<file path="config.mk">
export PLATFORM = sky130hd
export DESIGN_NAME = vlm_line_map
export DESIGN_NICKNAME = d
export VERILOG_FILES = /design/src/pkg/vlm_pkg.sv /design/src/logic/vlm_pin_mux.sv /design/src/logic/vlm_line_map.sv
export SDC_FILE = /design/constraint.sdc
export NUM_CORES = 1
export LEC_CHECK = 0
export BUFFER_PORTS_ARGS = -buffer_cell sky130_fd_sc_hd__buf_2
export CAP_MARGIN = 30
export CORE_ASPECT_RATIO = 2
export CORE_MARGIN = 4
export CORE_UTILIZATION = 30
export DETAILED_ROUTE_END_ITERATION = 8
export REMOVE_ABC_BUFFERS = 1
export SLEW_MARGIN = 5
export SYNTH_ARGS = -nofsm -noshare
export SYNTH_HDL_FRONTEND = slang
export SYNTH_SLANG_ARGS = --single-unit
</file>
<file path="constraint.sdc">
create_clock -name core_clk -period 6.4 [get_ports core_clk]
set_input_delay 0.64 -clock core_clk [delete_from_list [all_inputs] [get_ports core_clk]]
set_output_delay 0.64 -clock core_clk [all_outputs]
set_load 0.03 [all_outputs]
</file>
<file path="src/pkg/vlm_pkg.sv">
// Constants for the VBI line map and sync reference output block.
// Assumes the register port is driven from the core_clk domain.
package vlm_pkg;

   // Register subaddresses
   localparam logic [7:0] ADDR_SLOT_FIRST = 8'h41;
   localparam logic [7:0] ADDR_SLOT_LAST  = 8'h57;
   localparam logic [7:0] ADDR_PIX_OFF_LO = 8'h59;
   localparam logic [7:0] ADDR_LINE_OFF_LO = 8'h5A;
   localparam logic [7:0] ADDR_OFF_HIGH   = 8'h5B;

   // Fields of offset_high_and_field
   localparam int FIELD_FLAG_BIT = 7;
   localparam int VERTICAL_LINE_OFFSET_MSB_BIT   = 4;
   localparam int HORIZONTAL_PIXEL_OFFSET_HI_MSB    = 2;

   // Reset values
   localparam logic [10:0] HORIZONTAL_PIXEL_OFFSET_RESET  = 11'h347;
   localparam logic [8:0]  VERTICAL_LINE_OFFSET_RESET  = 9'h003;
   localparam logic        FIELD_NUMBERING_FLAG_RESET  = 1'b0;
   localparam logic [7:0]  SLOT_RESET  = 8'hFF;

   // Slot numbering
   localparam logic [4:0] SLOT_FIRST      = 5'h02;
   localparam logic [4:0] SLOT_LAST_INDIV = 5'h17;
   localparam logic [4:0] SLOT_FINAL      = 5'h18;
   localparam int         SLOT_COUNT      = 23;

   // Field-numbering conventions chosen by the field flag; frame lengths chosen by std_60hz
   localparam logic [8:0] VERTICAL_LINE_OFFSET_REF_60    = 9'h006;
   localparam logic [8:0] VERTICAL_LINE_OFFSET_REF_50    = 9'h003;
   localparam logic [9:0] FIELD2_BASE_60 = 10'h107;
   localparam logic [9:0] FIELD2_BASE_50 = 10'h139;
   localparam logic [9:0] FRAME_LINES_60 = 10'h20D;
   localparam logic [9:0] FRAME_LINES_50 = 10'h271;

   // Sources routable to the reference pins
   typedef enum logic [2:0] {
      SRC_HORIZONTAL_REFERENCE, SRC_HSYNC, SRC_VBLANK, SRC_VERTICAL_GATE,
      SRC_FIELD_ID, SRC_CLK_QUAL, SRC_CLK_QUAL_HALF
   } vlm_src_e;
   localparam int SRC_COUNT = 7;

endpackage

</file>
<file path="src/logic/vlm_pin_mux.sv">
// Routes one of several reference sources to a pin, with optional inversion.
// Assumes sources and select come from the core_clk domain.
`timescale 1ns/1ps
module vlm_pin_mux
   import vlm_pkg::*;
#(
   parameter int N     = 7,
   parameter int SEL_W = 3
) (
   // Clock and reset
   input  wire logic             core_clk,
   input  wire logic             rstn,
   // Sources and control
   input  wire logic [N-1:0]     src,
   input  wire logic [SEL_W-1:0] sel,
   input  wire logic             invert,
   // Pin
   output logic                  pin_out
);

   logic pick;

   always_comb begin
      pick = (32'(sel) < N) ? src[sel] : 1'b0;
   end

   always_ff @(posedge core_clk) begin
      if (!rstn) begin
         pin_out <= 1'b0;
      end else begin
         pin_out <= pick ^ invert;
      end
   end
endmodule

</file>
<file path="src/logic/vlm_line_map.sv">
// Contract
// - Nine-bit line offset at 5BH[4], 5AH[7:0]
// - Eleven-bit pixel offset at 5BH[2:0], 59H
// - Field flag at 5BH[7] selects field numbering
// - 60 Hz: slot n at n, n+263
// - 50 Hz: slot n at n, n+313
// - Vertical blank fall plus horizontal_reference gives parity
// - Pins carry horizontal_reference, blank, gate, field signals
// - Select pins also carry hsync, clock qualifiers
// - Each select pin has own polarity bit
// - Expansion horizontal pin: horizontal_reference or hsync
// - Upper nibble field one, lower field two
// - Slot 24 holds for remaining field lines
//
// VBI line-type mapping and sync reference generation.
// Assumes register port and all control inputs are in the core_clk domain.
`timescale 1ns/1ps
module vlm_line_map
   import vlm_pkg::*;
#(
   parameter logic [10:0] LINE_LEN_60 = 11'h6B4,
   parameter logic [10:0] LINE_LEN_50 = 11'h6C0,
   parameter logic [10:0] HORIZONTAL_REFERENCE_START  = 11'h110,
   parameter logic [10:0] HORIZONTAL_REFERENCE_LEN    = 11'h5A0,
   parameter logic [10:0] HSYNC_LEN   = 11'h080,
   parameter logic [9:0]  VBLANK_END  = 10'h014,
   parameter logic [9:0]  VERTICAL_GATE_START = 10'h00A,
   parameter logic [9:0]  VERTICAL_GATE_END   = 10'h015
) (
   // Clock and reset
   input  wire logic       core_clk,
   input  wire logic       rstn,
   // Register port
   input  wire logic       reg_wr,
   input  wire logic [7:0] reg_addr,
   input  wire logic [7:0] reg_wdata,
   output logic [7:0]      reg_rdata,
   // Standard and pin control
   input  wire logic       std_60hz,
   input  wire logic [2:0] rt_select_pin_a_sel,
   input  wire logic [2:0] rt_select_pin_b_sel,
   input  wire logic       rt_pin_a_polarity,
   input  wire logic       rt_pin_b_polarity,
   input  wire logic       expansion_h_ref_sel,
   input  wire logic       expansion_v_ref_sel,
   // Line data type
   output logic [3:0]      line_data_type,
   output logic [4:0]      line_type_slot,
   // Reference pins
   output logic            rt_select_pin_a,
   output logic            rt_select_pin_b,
   output logic            expansion_h_ref_pin,
   output logic            expansion_v_ref_pin
);

   logic [10:0] horizontal_pixel_offset_reg;
   logic [8:0]  vertical_line_offset_reg;
   logic        field_numbering_flag_reg;
   logic [7:0]  slot_mem [SLOT_COUNT];
   logic [10:0] hcnt_reg;
   logic [9:0]  lcnt_reg;
   logic        field2_reg;
   logic        horizontal_reference_reg;
   logic        horizontal_sync_pulse_reg;
   logic        vertical_blank_pulse_reg;
   logic        vertical_gate_reg;
   logic        field_identifier_reg;
   logic        field_signal_656_reg;
   logic        clock_qualifier_reg;
   logic        half_rate_clock_qualifier_reg;
   logic [10:0] line_len;
   logic [9:0]  frame_lines;
   logic [9:0]  field2_base;
   logic [8:0]  vertical_line_offset_ref;
   logic        field2_next;
   logic [9:0]  lif;
   logic [11:0] slot_calc;
   logic        slot_in_range;
   logic [4:0]  slot_next;
   logic [4:0]  slot_wr_idx;
   logic        slot_wr;
   logic        latch_pt;
   logic [6:0]  src_vec;
   logic [1:0]  xrh_src;
   logic [1:0]  xrv_src;

   // Register writes
   always_ff @(posedge core_clk) begin
      if (!rstn) begin
         horizontal_pixel_offset_reg <= HORIZONTAL_PIXEL_OFFSET_RESET;
         vertical_line_offset_reg    <= VERTICAL_LINE_OFFSET_RESET;
         field_numbering_flag_reg    <= FIELD_NUMBERING_FLAG_RESET;
      end else if (reg_wr) begin
         case (reg_addr)
            ADDR_PIX_OFF_LO:
               horizontal_pixel_offset_reg[7:0] <= reg_wdata;
            ADDR_LINE_OFF_LO:
               vertical_line_offset_reg[7:0] <= reg_wdata;
            ADDR_OFF_HIGH: begin
               field_numbering_flag_reg <= reg_wdata[FIELD_FLAG_BIT];
               vertical_line_offset_reg[8] <= reg_wdata[VERTICAL_LINE_OFFSET_MSB_BIT];
               horizontal_pixel_offset_reg[10:8] <=
                  reg_wdata[HORIZONTAL_PIXEL_OFFSET_HI_MSB:0];
            end
            default: ;
         endcase
      end
   end
   assign slot_wr_idx = 5'(reg_addr - ADDR_SLOT_FIRST);
   assign slot_wr = reg_wr && reg_addr >= ADDR_SLOT_FIRST &&
                    reg_addr <= ADDR_SLOT_LAST;
   always_ff @(posedge core_clk) begin
      if (!rstn) begin
         for (int i = 0; i < SLOT_COUNT; i++) begin
            slot_mem[i] <= SLOT_RESET;
         end
      end else if (slot_wr) begin
         slot_mem[slot_wr_idx] <= reg_wdata;
      end
   end

   // Register read-back; reserved bits of 5BH read zero
   always_ff @(posedge core_clk) begin
      if (!rstn) begin
         reg_rdata <= 8'h00;
      end else if (reg_addr >= ADDR_SLOT_FIRST &&
                   reg_addr <= ADDR_SLOT_LAST) begin
         reg_rdata <= slot_mem[slot_wr_idx];
      end else begin
         case (reg_addr)
            ADDR_PIX_OFF_LO:  reg_rdata <= horizontal_pixel_offset_reg[7:0];
            ADDR_LINE_OFF_LO: reg_rdata <= vertical_line_offset_reg[7:0];
            ADDR_OFF_HIGH:    reg_rdata <= {field_numbering_flag_reg, 2'b00,
                                vertical_line_offset_reg[8], 1'b0,
                                horizontal_pixel_offset_reg[10:8]};
            default:          reg_rdata <= 8'h00;
         endcase
      end
   end

   // Line and frame counters
   assign line_len    = std_60hz ? LINE_LEN_60 : LINE_LEN_50;
   assign frame_lines = std_60hz ? FRAME_LINES_60 : FRAME_LINES_50;
   assign field2_base = field_numbering_flag_reg ? FIELD2_BASE_60
                                                 : FIELD2_BASE_50;
   assign vertical_line_offset_ref    = field_numbering_flag_reg ? VERTICAL_LINE_OFFSET_REF_60
                                                 : VERTICAL_LINE_OFFSET_REF_50;
   always_ff @(posedge core_clk) begin
      if (!rstn) begin
         hcnt_reg <= 11'h000;
         lcnt_reg <= 10'h001;
      end else if (hcnt_reg >= line_len - 11'h001) begin
         hcnt_reg <= 11'h000;
         lcnt_reg <= (lcnt_reg >= frame_lines) ? 10'h001
                                               : lcnt_reg + 10'h001;
      end else begin
         hcnt_reg <= hcnt_reg + 11'h001;
      end
   end
   assign field2_next = lcnt_reg > field2_base;
   assign lif = field2_next ? lcnt_reg - field2_base : lcnt_reg;

   // Line to slot mapping
   assign slot_calc = {2'b00, lif} + {3'b000, vertical_line_offset_ref}
                      - {3'b000, vertical_line_offset_reg};
   assign slot_in_range = !slot_calc[11] &&
                          slot_calc >= {7'h00, SLOT_FIRST} &&
                          slot_calc <= {7'h00, SLOT_LAST_INDIV};
   assign slot_next = slot_in_range ? slot_calc[4:0] : SLOT_FINAL;
   assign latch_pt  = hcnt_reg == horizontal_pixel_offset_reg;
   always_ff @(posedge core_clk) begin
      if (!rstn) begin
         line_type_slot <= SLOT_FINAL;
         line_data_type <= 4'h0;
         field2_reg     <= 1'b0;
      end else if (latch_pt) begin
         line_type_slot <= slot_next;
         field2_reg     <= field2_next;
         line_data_type <= field2_next
            ? slot_mem[5'(slot_next - SLOT_FIRST)][3:0]
            : slot_mem[5'(slot_next - SLOT_FIRST)][7:4];
      end
   end

   // Horizontal references and clock qualifiers
   always_ff @(posedge core_clk) begin
      if (!rstn) begin
         horizontal_reference_reg      <= 1'b0;
         horizontal_sync_pulse_reg     <= 1'b0;
         clock_qualifier_reg           <= 1'b0;
         half_rate_clock_qualifier_reg <= 1'b0;
      end else begin
         horizontal_reference_reg  <= hcnt_reg >= HORIZONTAL_REFERENCE_START &&
                                      hcnt_reg < HORIZONTAL_REFERENCE_START + HORIZONTAL_REFERENCE_LEN;
         horizontal_sync_pulse_reg <= hcnt_reg < HSYNC_LEN;
         clock_qualifier_reg       <= !clock_qualifier_reg;
         if (clock_qualifier_reg) begin
            half_rate_clock_qualifier_reg <= !half_rate_clock_qualifier_reg;
         end
      end
   end

   // Vertical references; blank falls inside horizontal_reference for field one only
   always_ff @(posedge core_clk) begin
      if (!rstn) begin
         vertical_blank_pulse_reg <= 1'b0;
      end else if (lif == 10'h001 && hcnt_reg == 11'h000) begin
         vertical_blank_pulse_reg <= 1'b1;
      end else if (lif == VBLANK_END && hcnt_reg ==
                   (field2_next ? 11'h000 : HORIZONTAL_REFERENCE_START + 11'h001)) begin
         vertical_blank_pulse_reg <= 1'b0;
      end
   end

   always_ff @(posedge core_clk) begin
      if (!rstn) begin
         vertical_gate_reg    <= 1'b0;
         field_identifier_reg <= 1'b0;
         field_signal_656_reg <= 1'b0;
      end else begin
         vertical_gate_reg <= lif >= VERTICAL_GATE_START && lif <= VERTICAL_GATE_END;
         field_identifier_reg <= field2_next;
         if (hcnt_reg == 11'h000) begin
            field_signal_656_reg <= field2_next;
         end
      end
   end

   // Pin routing
   assign src_vec = {half_rate_clock_qualifier_reg, clock_qualifier_reg,
                     field_identifier_reg, vertical_gate_reg,
                     vertical_blank_pulse_reg, horizontal_sync_pulse_reg,
                     horizontal_reference_reg};
   assign xrh_src = {horizontal_sync_pulse_reg, horizontal_reference_reg};
   assign xrv_src = {field_signal_656_reg, vertical_blank_pulse_reg};

   vlm_pin_mux #(.N(SRC_COUNT), .SEL_W(3)) u_rt_a (
      .core_clk (core_clk), .rstn (rstn), .src (src_vec),
      .sel (rt_select_pin_a_sel), .invert (rt_pin_a_polarity),
      .pin_out (rt_select_pin_a));
   vlm_pin_mux #(.N(SRC_COUNT), .SEL_W(3)) u_rt_b (
      .core_clk (core_clk), .rstn (rstn), .src (src_vec),
      .sel (rt_select_pin_b_sel), .invert (rt_pin_b_polarity),
      .pin_out (rt_select_pin_b));
   vlm_pin_mux #(.N(2), .SEL_W(1)) u_xrh (
      .core_clk (core_clk), .rstn (rstn), .src (xrh_src),
      .sel (expansion_h_ref_sel), .invert (1'b0),
      .pin_out (expansion_h_ref_pin));
   vlm_pin_mux #(.N(2), .SEL_W(1)) u_xrv (
      .core_clk (core_clk), .rstn (rstn), .src (xrv_src),
      .sel (expansion_v_ref_sel), .invert (1'b0),
      .pin_out (expansion_v_ref_pin));
endmodule

</file>
Word level (Yosys, flattened, before mapping)

Memory sizes are Yosys's and may differ from the RTL's.
Index checks and enable logic that the tools add are counted.

Flip-flop bits (word level): 71
Memory bits (writable): 184
Output and inout port bits: 21
Word-level logic and storage cells: 108
Memories kept: 1

$add $sub $neg: 8
Magnitude comparators: 18
Eq/ne operators: 7
Muxes and demuxes: 30
Bitwise operators: 3
Reduce and logical (&&, ||, !) cells: 19

Memory list:

| name     | depth | bits a word | rd ports | clocked after memory_dff | wr ports | RTL line           | text |
|---|---|---|---|---|---|---|---|
| slot_mem | 23    | 8           | 2        | 0                        | 23       | vlm_line_map.sv:59 | `logic [7:0] slot_mem [SLOT_COUNT];` |

Operators with widths:

| cell                                                            | count |
|---|---|
| == test 8 x 7 -> 1 bit, second input constant                   | 3 |
| case mux 8 bit (3 select lines)                                 | 1 |
| 2-to-1 mux 10 bit                                               | 2 |
| 2-to-1 mux 8 bit                                                | 2 |
| 2-to-1 mux 1 bit                                                | 15 |
| 2-to-1 mux 7 bit                                                | 2 |
| >= comparator 12 x 2 -> 1 bit, second input constant            | 1 |
| less-or-equal comparator 12 x 5 -> 1 bit, second input constant | 1 |
| subtractor 11 x 9 -> 12 bit                                     | 1 |
| adder 10 x 3 -> 11 bit                                          | 1 |
| adder 11 x 1 -> 11 bit, second input constant                   | 1 |
| == test 11 bit                                                  | 1 |
| == test 11 x 9 -> 1 bit                                         | 1 |
| >= comparator 11 bit                                            | 1 |
| >= comparator 11 x 9 -> 1 bit, second input constant            | 1 |
| logical NOT 11 bit                                              | 1 |
| < comparator 11 bit, second input constant                      | 1 |
| < comparator 11 x 8 -> 1 bit, second input constant             | 1 |
| subtractor 10 x 2 -> 11 bit, second input constant              | 1 |
| adder 10 x 1 -> 10 bit, second input constant                   | 1 |
| == test 10 x 1 -> 1 bit, second input constant                  | 1 |
| == test 10 x 5 -> 1 bit, second input constant                  | 1 |
| >= comparator 10 bit                                            | 1 |
| >= comparator 10 x 4 -> 1 bit, second input constant            | 1 |
| 24 further kinds                                                | 42 |

Logic depth before layout (Yosys ltp)

Gate-level depths: netlist of the first run.
An unclocked memory read counts as a cell.

Word-level depth: 12
Gate-level depth with buffers: 32
Depth with buffers taken out: 28

Cells and area by module

Synthesis of the first run repeated with hierarchy kept, for this count alone.

Cells, all modules: 1557
Area, all modules: 18235.0 sq um

By module, submodules not included:

| module                   | instances | cells an instance | area each (sq um) | seq. area each (sq um) |
|---|---|---|---|---|
| vlm_line_map             | 1         | 1525              | 17907.2           | 9028.7 |
| vlm_pin_mux (u_rt_a ...) | 2         | 11                | 113.9             | 20.0 |
| vlm_pin_mux (u_xrh ...)  | 2         | 5                 | 50.0              | 20.0 |

Worst setup path before layout of the first run

Ideal clock, no wire load.

Path type: register to register
From: register field_numbering_flag_reg
To: register line_data_type[2]
Arrival time: 6.797 ns
Data required time: 6.265 ns
Path slack: -0.532 ns
Cell stages (with the launch flop): 31
Buffers on the path: 5
Clock period less this slack: 6.932 ns
Cells stage by stage: dfxtp_1 > inv_1 > ha_1 > nor2b_1 > o31a_1 > o21a_1 > o21a_1 > nor2_1 > nor3_1 > a21oi_1 > fa_1 > inv_1 > ha_1 > buf_2 > a211oi_2 > o21ba_2 > or2_1 > o211a_1 > nand4_1 > nor2_1 > inv_2 > clkbuf_1 > ha_1 > clkbuf_1 > buf_1 > clkbuf_1 > mux4_2 > nand3_1 > a21oi_1 > o32ai_1 > o211ai_1

Word-level cells in the longest chain between the ends: 12

Ends and longest elaborated chain:

| element                                                                                | RTL line                                 | text |
|---|---|---|
| start, declared                                                                        | vlm_line_map.sv:58                       | `logic field_numbering_flag_reg;` |
| start signal, assigned                                                                 | vlm_line_map.sv:100                      | `field_numbering_flag_reg <= reg_wdata[FIELD_FLAG_BIT];` |
| 2-to-1 mux 6 bit                                                                       | vlm_line_map.sv:144                      | `assign field2_base = field_numbering_flag_reg ? FIELD2_BASE_60` |
| subtractor 10 x 9 -> 10 bit or greater-than comparator 10 x 9 -> 1 bit (tied branches) | vlm_line_map.sv:161, vlm_line_map.sv:160 |  |
| 2-to-1 mux 10 bit                                                                      | vlm_line_map.sv:161                      | `assign lif = field2_next ? lcnt_reg - field2_base : lcnt_reg;` |
| adder 10 x 3 -> 11 bit                                                                 | vlm_line_map.sv:164                      | `assign slot_calc = {2'b00, lif} + {3'b000, vertical_line_offset_ref}` |
| subtractor 11 x 9 -> 12 bit                                                            | vlm_line_map.sv:165                      | `- {3'b000, vertical_line_offset_reg};` |
| >= comparator 12 x 2 -> 1 bit or logical NOT 1 bit (tied branches)                     | vlm_line_map.sv:167, vlm_line_map.sv:166 |  |
| logical AND 1 bit                                                                      | vlm_line_map.sv:166                      | `assign slot_in_range = !slot_calc[11] &&` |
| logical AND 1 bit                                                                      | vlm_line_map.sv:167                      | `slot_calc >= {7'h00, SLOT_FIRST} &&` |
| 2-to-1 mux 5 bit                                                                       | vlm_line_map.sv:169                      | `assign slot_next = slot_in_range ? slot_calc[4:0] : SLOT_FINAL;` |
| subtractor 5 x 2 -> 5 bit                                                              | vlm_line_map.sv:180, vlm_line_map.sv:181 |  |
| memory (23 x 8 bit)                                                                    | -                                        |  |
| 2-to-1 mux 4 bit *                                                                     | vlm_line_map.sv:180                      | `? slot_mem[5'(slot_next - SLOT_FIRST)][3:0]` |
| end signal, assigned                                                                   | vlm_line_map.sv:179                      | `line_data_type <= field2_next` |
| end, declared                                                                          | vlm_line_map.sv:47                       | `output logic [3:0] line_data_type,` |

Mark *: on every way between the ends. The rest lies on a longest branch, timed or not.
A chain may end at the register's enable or synchronous reset.

Worst setup path in the final report of the first run

From: register field_numbering_flag_reg
To: register line_data_type[1]

Same word-level chain as after synthesis.

==> results of run 1 <==
## critical path: cells and delay by family, from the launching register on
family          cells  cell delay, ns
buf+inv             8            0.93
mux                 1            0.29
flops               1            0.34
fa+ha+maj           4            1.19
compound gates     11            2.70
simple gates        5            0.61
## cells in the mapped netlist, types with 32 or more instances
cell,count
a21oi_1,52
clkbuf_1,100
dfxtp_1,71
edfxtp_1,256
ha_1,44
inv_1,32
mux4_2,87
nand2_1,172
nand3_1,62
nor2_1,76
o21ai_0,55
or2_2,98
or3_1,97
## layer usage
layer | global-route usage [%] | part of all wire, % | up-vias
met5 | 0 | 0.011 | -
met1 | 21.1 | 31 | 7568
met2 | 39.3 | 52 | 830
met3 | 3.39 | 6.1 | 297
li1 | - | - | 6482
met4 | 18.7 | 11 | 2
## cell type report
| cell class | instances | area [µm²] |
|---|---|---|
| Tap cell | 780 | 976 |
| Clock inverter | 17 | 176 |
| Sequential cell | 327 | 9110 |
| Multi-Input combinational cell | 1158 | 9150 |
| Fill cell | 6052 | 39100 |
| Clock buffer | 43 | 927 |
| Timing Repair Buffer | 207 | 1650 |
| Inverter | 34 | 133 |
## where the power goes
group	switching, mW	internal (mW)
clock	0.907	1.13
sequential	0.0627	2.35
combinational	0.331	0.182
## cells by family after synthesis
kind of cell / after synthesis
XOR/XNOR: 44
buffers and inverters: 160
AO/OA/AOI/OAI: 315
adder cells (fa/ha/maj): 47
multiplexers: 126
AND/OR/NAND/NOR: 626
flip-flops: 327
## worst paths after layout
kind / start / to / slack [ns] / depth (start not counted)
worst min register to register: vertical_line_offset_reg[8] / vertical_line_offset_reg[8] / 0.49 / 2
worst max-delay path: field_numbering_flag_reg / line_data_type[1] / 0.19 / 29
worst min-delay path: expansion_h_ref_sel / u_xrh.pin_out / 0.38 / 3
worst max register to register: field_numbering_flag_reg / line_data_type[1] / 0.19 / 29
## per-stage QoR
stage	setup slack (ns)	std cells
after CTS	0.00875	2537
after global routing	-0.0523	2566
after global placement	-0.0486	2475
after floorplan	-3.76	1519
after detailed placement	-0.200	2477
final	0.191	2566
## what timing repair did
item                       4_1_cts  5_1_grt
pin swaps                        0       27
hold endpoints to repair         0        0
gates resized for setup          5       64
setup endpoints to repair        2        4
cloned                           0        3
buffers inserted                 0       25
==> reports/metrics.csv, run 1 <==
stage;metric;value;unit
synth;Simple-Gate Fraction of Synth Area;17.4;%
routing;Post-Route WL;75.7;mm
synth;Yosys reg bits;327;
timing;final worst path period need;6.21;ns
place;Cell Area, Placed;20400;µm²
grt;initial antenna violation count;2;
run;Max Cap Viol;0;
routing;DRT iter0 DRCs;1512;
synth;Netlist cell types;83;
worst_setup_path;CP Launch Type;flop;
timing;final hold slack;0.377;ns
worst_setup_path;WP data required;6.83;ns
clock_tree;hold buffers post-CTS;0;
routing;drt drc;0;
worst_setup_path;CP arrival;6.64;ns
timing;max-slew violation total from the final report;0;
clock_tree;CTS sink cnt;327;
timing;setup tns final;0;ns
layout;layout cells sized above 1;29.1;%
place;Placer Congestion;1.02;
worst_setup_path;slowest CP cell;o211ai_1;
synth;asr flop ratio synth;0;%
layout;Final nets;1839;
layout;design area;22100;µm²
grt;Overflow after GRT;0;
floorplanning;core box area;61200;µm²
floorplanning;die width;184;µm
floorplanning;Die H;360;µm
clock_tree;CTS max path bufs;3;
layout;final core utilization;36.2;%
synth;ys flop type;edfxtp_1;
floorplanning;num ports;51;
routing;post-DR vias/cell;5.92;
outcome;status;complete, no violations;
layout;diodes inserted;0;
timing;Worst slew margin;35.2;%
grt;vias in the first global route;14826;
power;overall power;4.97;mW
routing;post-route ant nets;0;
synth;mux share of post-synthesis cell area;12.7;%
floorplanning;Die Area;66200;µm²
synth;Mean Syn Cell Area;11.3;µm²
routing;wire per inst;29.5;µm
clock_tree;clk root buf;clkbuf_16;
timing;FMAX;161;MHz
synth;main combinational cell family by area after synthesis;simple AND/OR/NAND/NOR gates;
worst_setup_path;Critical Path Sink Type;flop;
grt;largest net degree at the start of global routing;70;
timing;final hold vios;0;
routing;Vias;15179;
layout;Largest register FFs;256;
synth;adder-cell share of the synthesized area;3.29;%
synth;Area contributors post-synth;edfxtp_1 (41%), mux4_2 (11%), dfxtp_1 (7.6%), nand2_1 (3.5%), or2_2 (3.3%);
place;port bufs;50;
floorplanning;initial cell density of the core;30.4;%
layout;most common cell after layout, fill and taps aside;edfxtp_1;
grt;GRT Overall Usage;21.8;%
power;peak supply drop;0.123;mV
synth;Yosys top cell area share;41.4;%
worst_setup_path;crit-path max cell delay;0.71;ns
synth;compound-gate portion of the synthesized area;12.1;%
clock_tree;CTS tree;done;
floorplanning;Rows;128;
layout;most frequent cells in the layout;edfxtp_1 (256), nand2_1 (171), buf_4 (139), or3_1 (97), or2_2 (97);
timing;Layout Skew;0.0225;ns
clock_tree;Clock transition at path regs;0.07;ns
power;P_leak;7.65;nW
place;DP HPWL;54.7;mm
clock_tree;Clk Latency, worst-skew pair;0.55;ns
worst_setup_path;worst setup path category;reg2reg;
synth;Yosys top cell by area;edfxtp_1;
synth;Synth warnings;0;
synth;Post-synth EDFFs;256;
synth;xor and xnor area share after synthesis;2.07;%
synth;Synth Instances;1645;
synth;mapped cell area;18600;µm²
worst_setup_path;worst-path maximum fanout;8;
layout;Syn-to-layout area delta;19.0;%
clock_tree;Num CTS Buffers;34;
timing;Tcrit/Tclk final;97.0;%
grt;global-route wire length before repair;105;mm
routing;drt first pass iters;6;
timing;Worst Max-Slew Pin Slew;0.972;ns
timing;setup violators final;0;
clock_tree;H-tree levels;2;
synth;sequential element share of the synthesized area;49.0;%
worst_hold_path;HP Class;in2reg;
power;PD cells;225;nW/µm²
(Power assumes the default switching activity.)
==> run 2, diff against run 1 <==
--- a/config.mk
+++ b/config.mk
@@ -10,6 +10,7 @@
 export CORE_ASPECT_RATIO = 2
 export CORE_MARGIN = 4
 export CORE_UTILIZATION = 30
+export CTS_BUF_LIST = sky130_fd_sc_hd__clkbuf_8 sky130_fd_sc_hd__clkbuf_16
 export DETAILED_ROUTE_END_ITERATION = 8
 export REMOVE_ABC_BUFFERS = 1
 export SLEW_MARGIN = 5
==> run 2 against run 1 <==
Compared with the run above: clock power about the same; register-to-register slack is essentially flat; setup slack worse by 0.0052 ns; critical path type unchanged; sequential power about the same; largest cell class unchanged; combinational power about the same; non-clock buffer count did not move.
==> reports/metrics.csv, run 2 (synthesis gave the netlist of run 1 again) <==
stage;metric;value;unit
outcome;status;complete, no violations;
timing;final hold vios;0;
power;PD cells;224;nW/µm²
place;Placer Congestion;1.02;
worst_setup_path;worst-path maximum fanout;8;
routing;drt drc;0;
place;Inst Count DP;2477;
grt;largest net degree at the start of global routing;70;
worst_setup_path;Critical Path Sink Type;flop;
floorplanning;Die Area;66200;µm²
timing;setup violators final;0;
timing;final worst path period need;6.21;ns
layout;Largest register FFs;256;
layout;layout cells sized above 1;29.1;%
power;peak supply drop;0.123;mV
routing;Vias;15238;
routing;top sig layer;met5;
worst_setup_path;WP data required;6.83;ns
worst_setup_path;CP arrival;6.64;ns
layout;Syn-to-layout area delta;19.0;%
routing;post-route ant nets;0;
clock_tree;Clock transition at path regs;0.07;ns
clock_tree;CTS max path bufs;3;
timing;final hold slack;0.376;ns
clock_tree;clk root buf;clkbuf_16;
layout;diodes inserted;0;
worst_setup_path;crit-path max cell delay;0.71;ns
timing;setup tns final;0;ns
routing;WL met2;39.3;mm
power;overall power;4.96;mW
routing;DRT iter0 DRCs;1533;
worst_hold_path;HP Class;in2reg;
clock_tree;H-tree levels;2;
floorplanning;core box area;61200;µm²
layout;Final Non-Filler Cells;2566;
routing;routed length on met1;23.3;mm
place;port bufs;50;
floorplanning;initial cell density of the core;30.4;%
grt;global-route wire length before repair;105;mm
worst_setup_path;crit path buf inv count;7;
layout;most frequent cells in the layout;edfxtp_1 (256), nand2_1 (171), buf_4 (139), or3_1 (97), or2_2 (97);
worst_setup_path;top cell family by delay on the critical path;compound AO/OA/AOI/OAI gates;
grt;Overflow after GRT;0;
timing;setup ws final;0.186;ns
floorplanning;num ports;51;
clock_tree;hold buffers post-CTS;0;
clock_tree;CTS sink cnt;327;
timing;Tcrit/Tclk final;97.1;%
floorplanning;Rows;128;
grt;GRT Overall Usage;21.8;%
layout;Final nets;1839;
clock_tree;Clk Latency, worst-skew pair;0.55;ns
power;P_leak;7.67;nW
worst_setup_path;slowest CP cell;o211ai_1;
grt;initial antenna violation count;2;
grt;vias in the first global route;14826;
worst_setup_path;worst setup path category;reg2reg;
routing;wire per inst;29.5;µm
routing;Post-Route WL;75.8;mm
place;DP HPWL;54.7;mm
floorplanning;Die H;360;µm
layout;fill count;6052;
routing;routed wire length on met3;4.76;mm
timing;Layout Skew;0.0224;ns
timing;FMAX;161;MHz
floorplanning;die width;184;µm
clock_tree;CTS tree;done;
timing;max-slew violation total from the final report;0;
routing;post-DR vias/cell;5.94;
place;Post-Place Setup Slack;-0.200;ns
run;Max Cap Viol;0;
timing;Worst slew margin;35.0;%
routing;drt first pass iters;8;
worst_setup_path;CP Launch Type;flop;
clock_tree;Num CTS Buffers;34;
layout;most common cell after layout, fill and taps aside;edfxtp_1;
timing;Worst Max-Slew Pin Slew;0.975;ns
==> run 2: path summary, 6_finish.rpt <==
check | slack [ns] | cells past startpoint | from | endpoint
setup reg to reg | 0.19 | 28 | field_numbering_flag_reg | line_data_type[1]
setup / recovery | 0.19 | 28 | field_numbering_flag_reg | line_data_type[1]
hold / removal | 0.38 | 3 | expansion_h_ref_sel | u_xrh.pin_out
hold reg to reg | 0.49 | 2 | line_data_type[1] | line_data_type[1]
==> run 2: power breakdown <==
group          internal, mW  switching [mW]
logic                 0.182           0.331
clock network          1.12           0.909
registers              2.35          0.0627
==> run 2: tightest hold or removal path: cells and delay by family <==
| family | cells | cell delay, ns |
|---|---|---|
| simple gates | 1 | 0.09 |
| buf+inv | 1 | 0.08 |
| mux | 1 | 0.06 |
==> run 2: per-stage QoR <==
stage                     cell area [µm²]  utilization, %
after floorplan                     18100               -
after global placement              20400            33.3
after detailed placement            20400            33.3
after CTS                           21500            35.1
after global routing                22100            36.2
final                               22100            36.2
==> run 2: final cells by class <==
cell class	instances	area [µm²]	share of cell area, %
Clock inverter	24	203	0.916
Clock buffer	36	901	4.07
Sequential cell	327	9110	41.2
Multi-Input combinational cell	1158	9150	41.4
Timing Repair Buffer	207	1650	7.47
Tap cell	780	976	4.41
Inverter	34	133	0.600
==> run 2: what timing repair did <==
| item | in CTS | in global routing |
|---|---|---|
| buffers inserted | 0 | 25 |
| pin swaps | 0 | 27 |
| resized for setup | 5 | 64 |
| cloned | 0 | 3 |
| endpoints found under the setup margin | 2 | 4 |
==> run 2: routing by layer <==
metal / global-route usage (%) / up-vias
li1: - / 6485
met1: 21.1 / 7608
met2: 39.3 / 846
met3: 3.39 / 297
met4: 18.7 / 2
met5: 0 / -
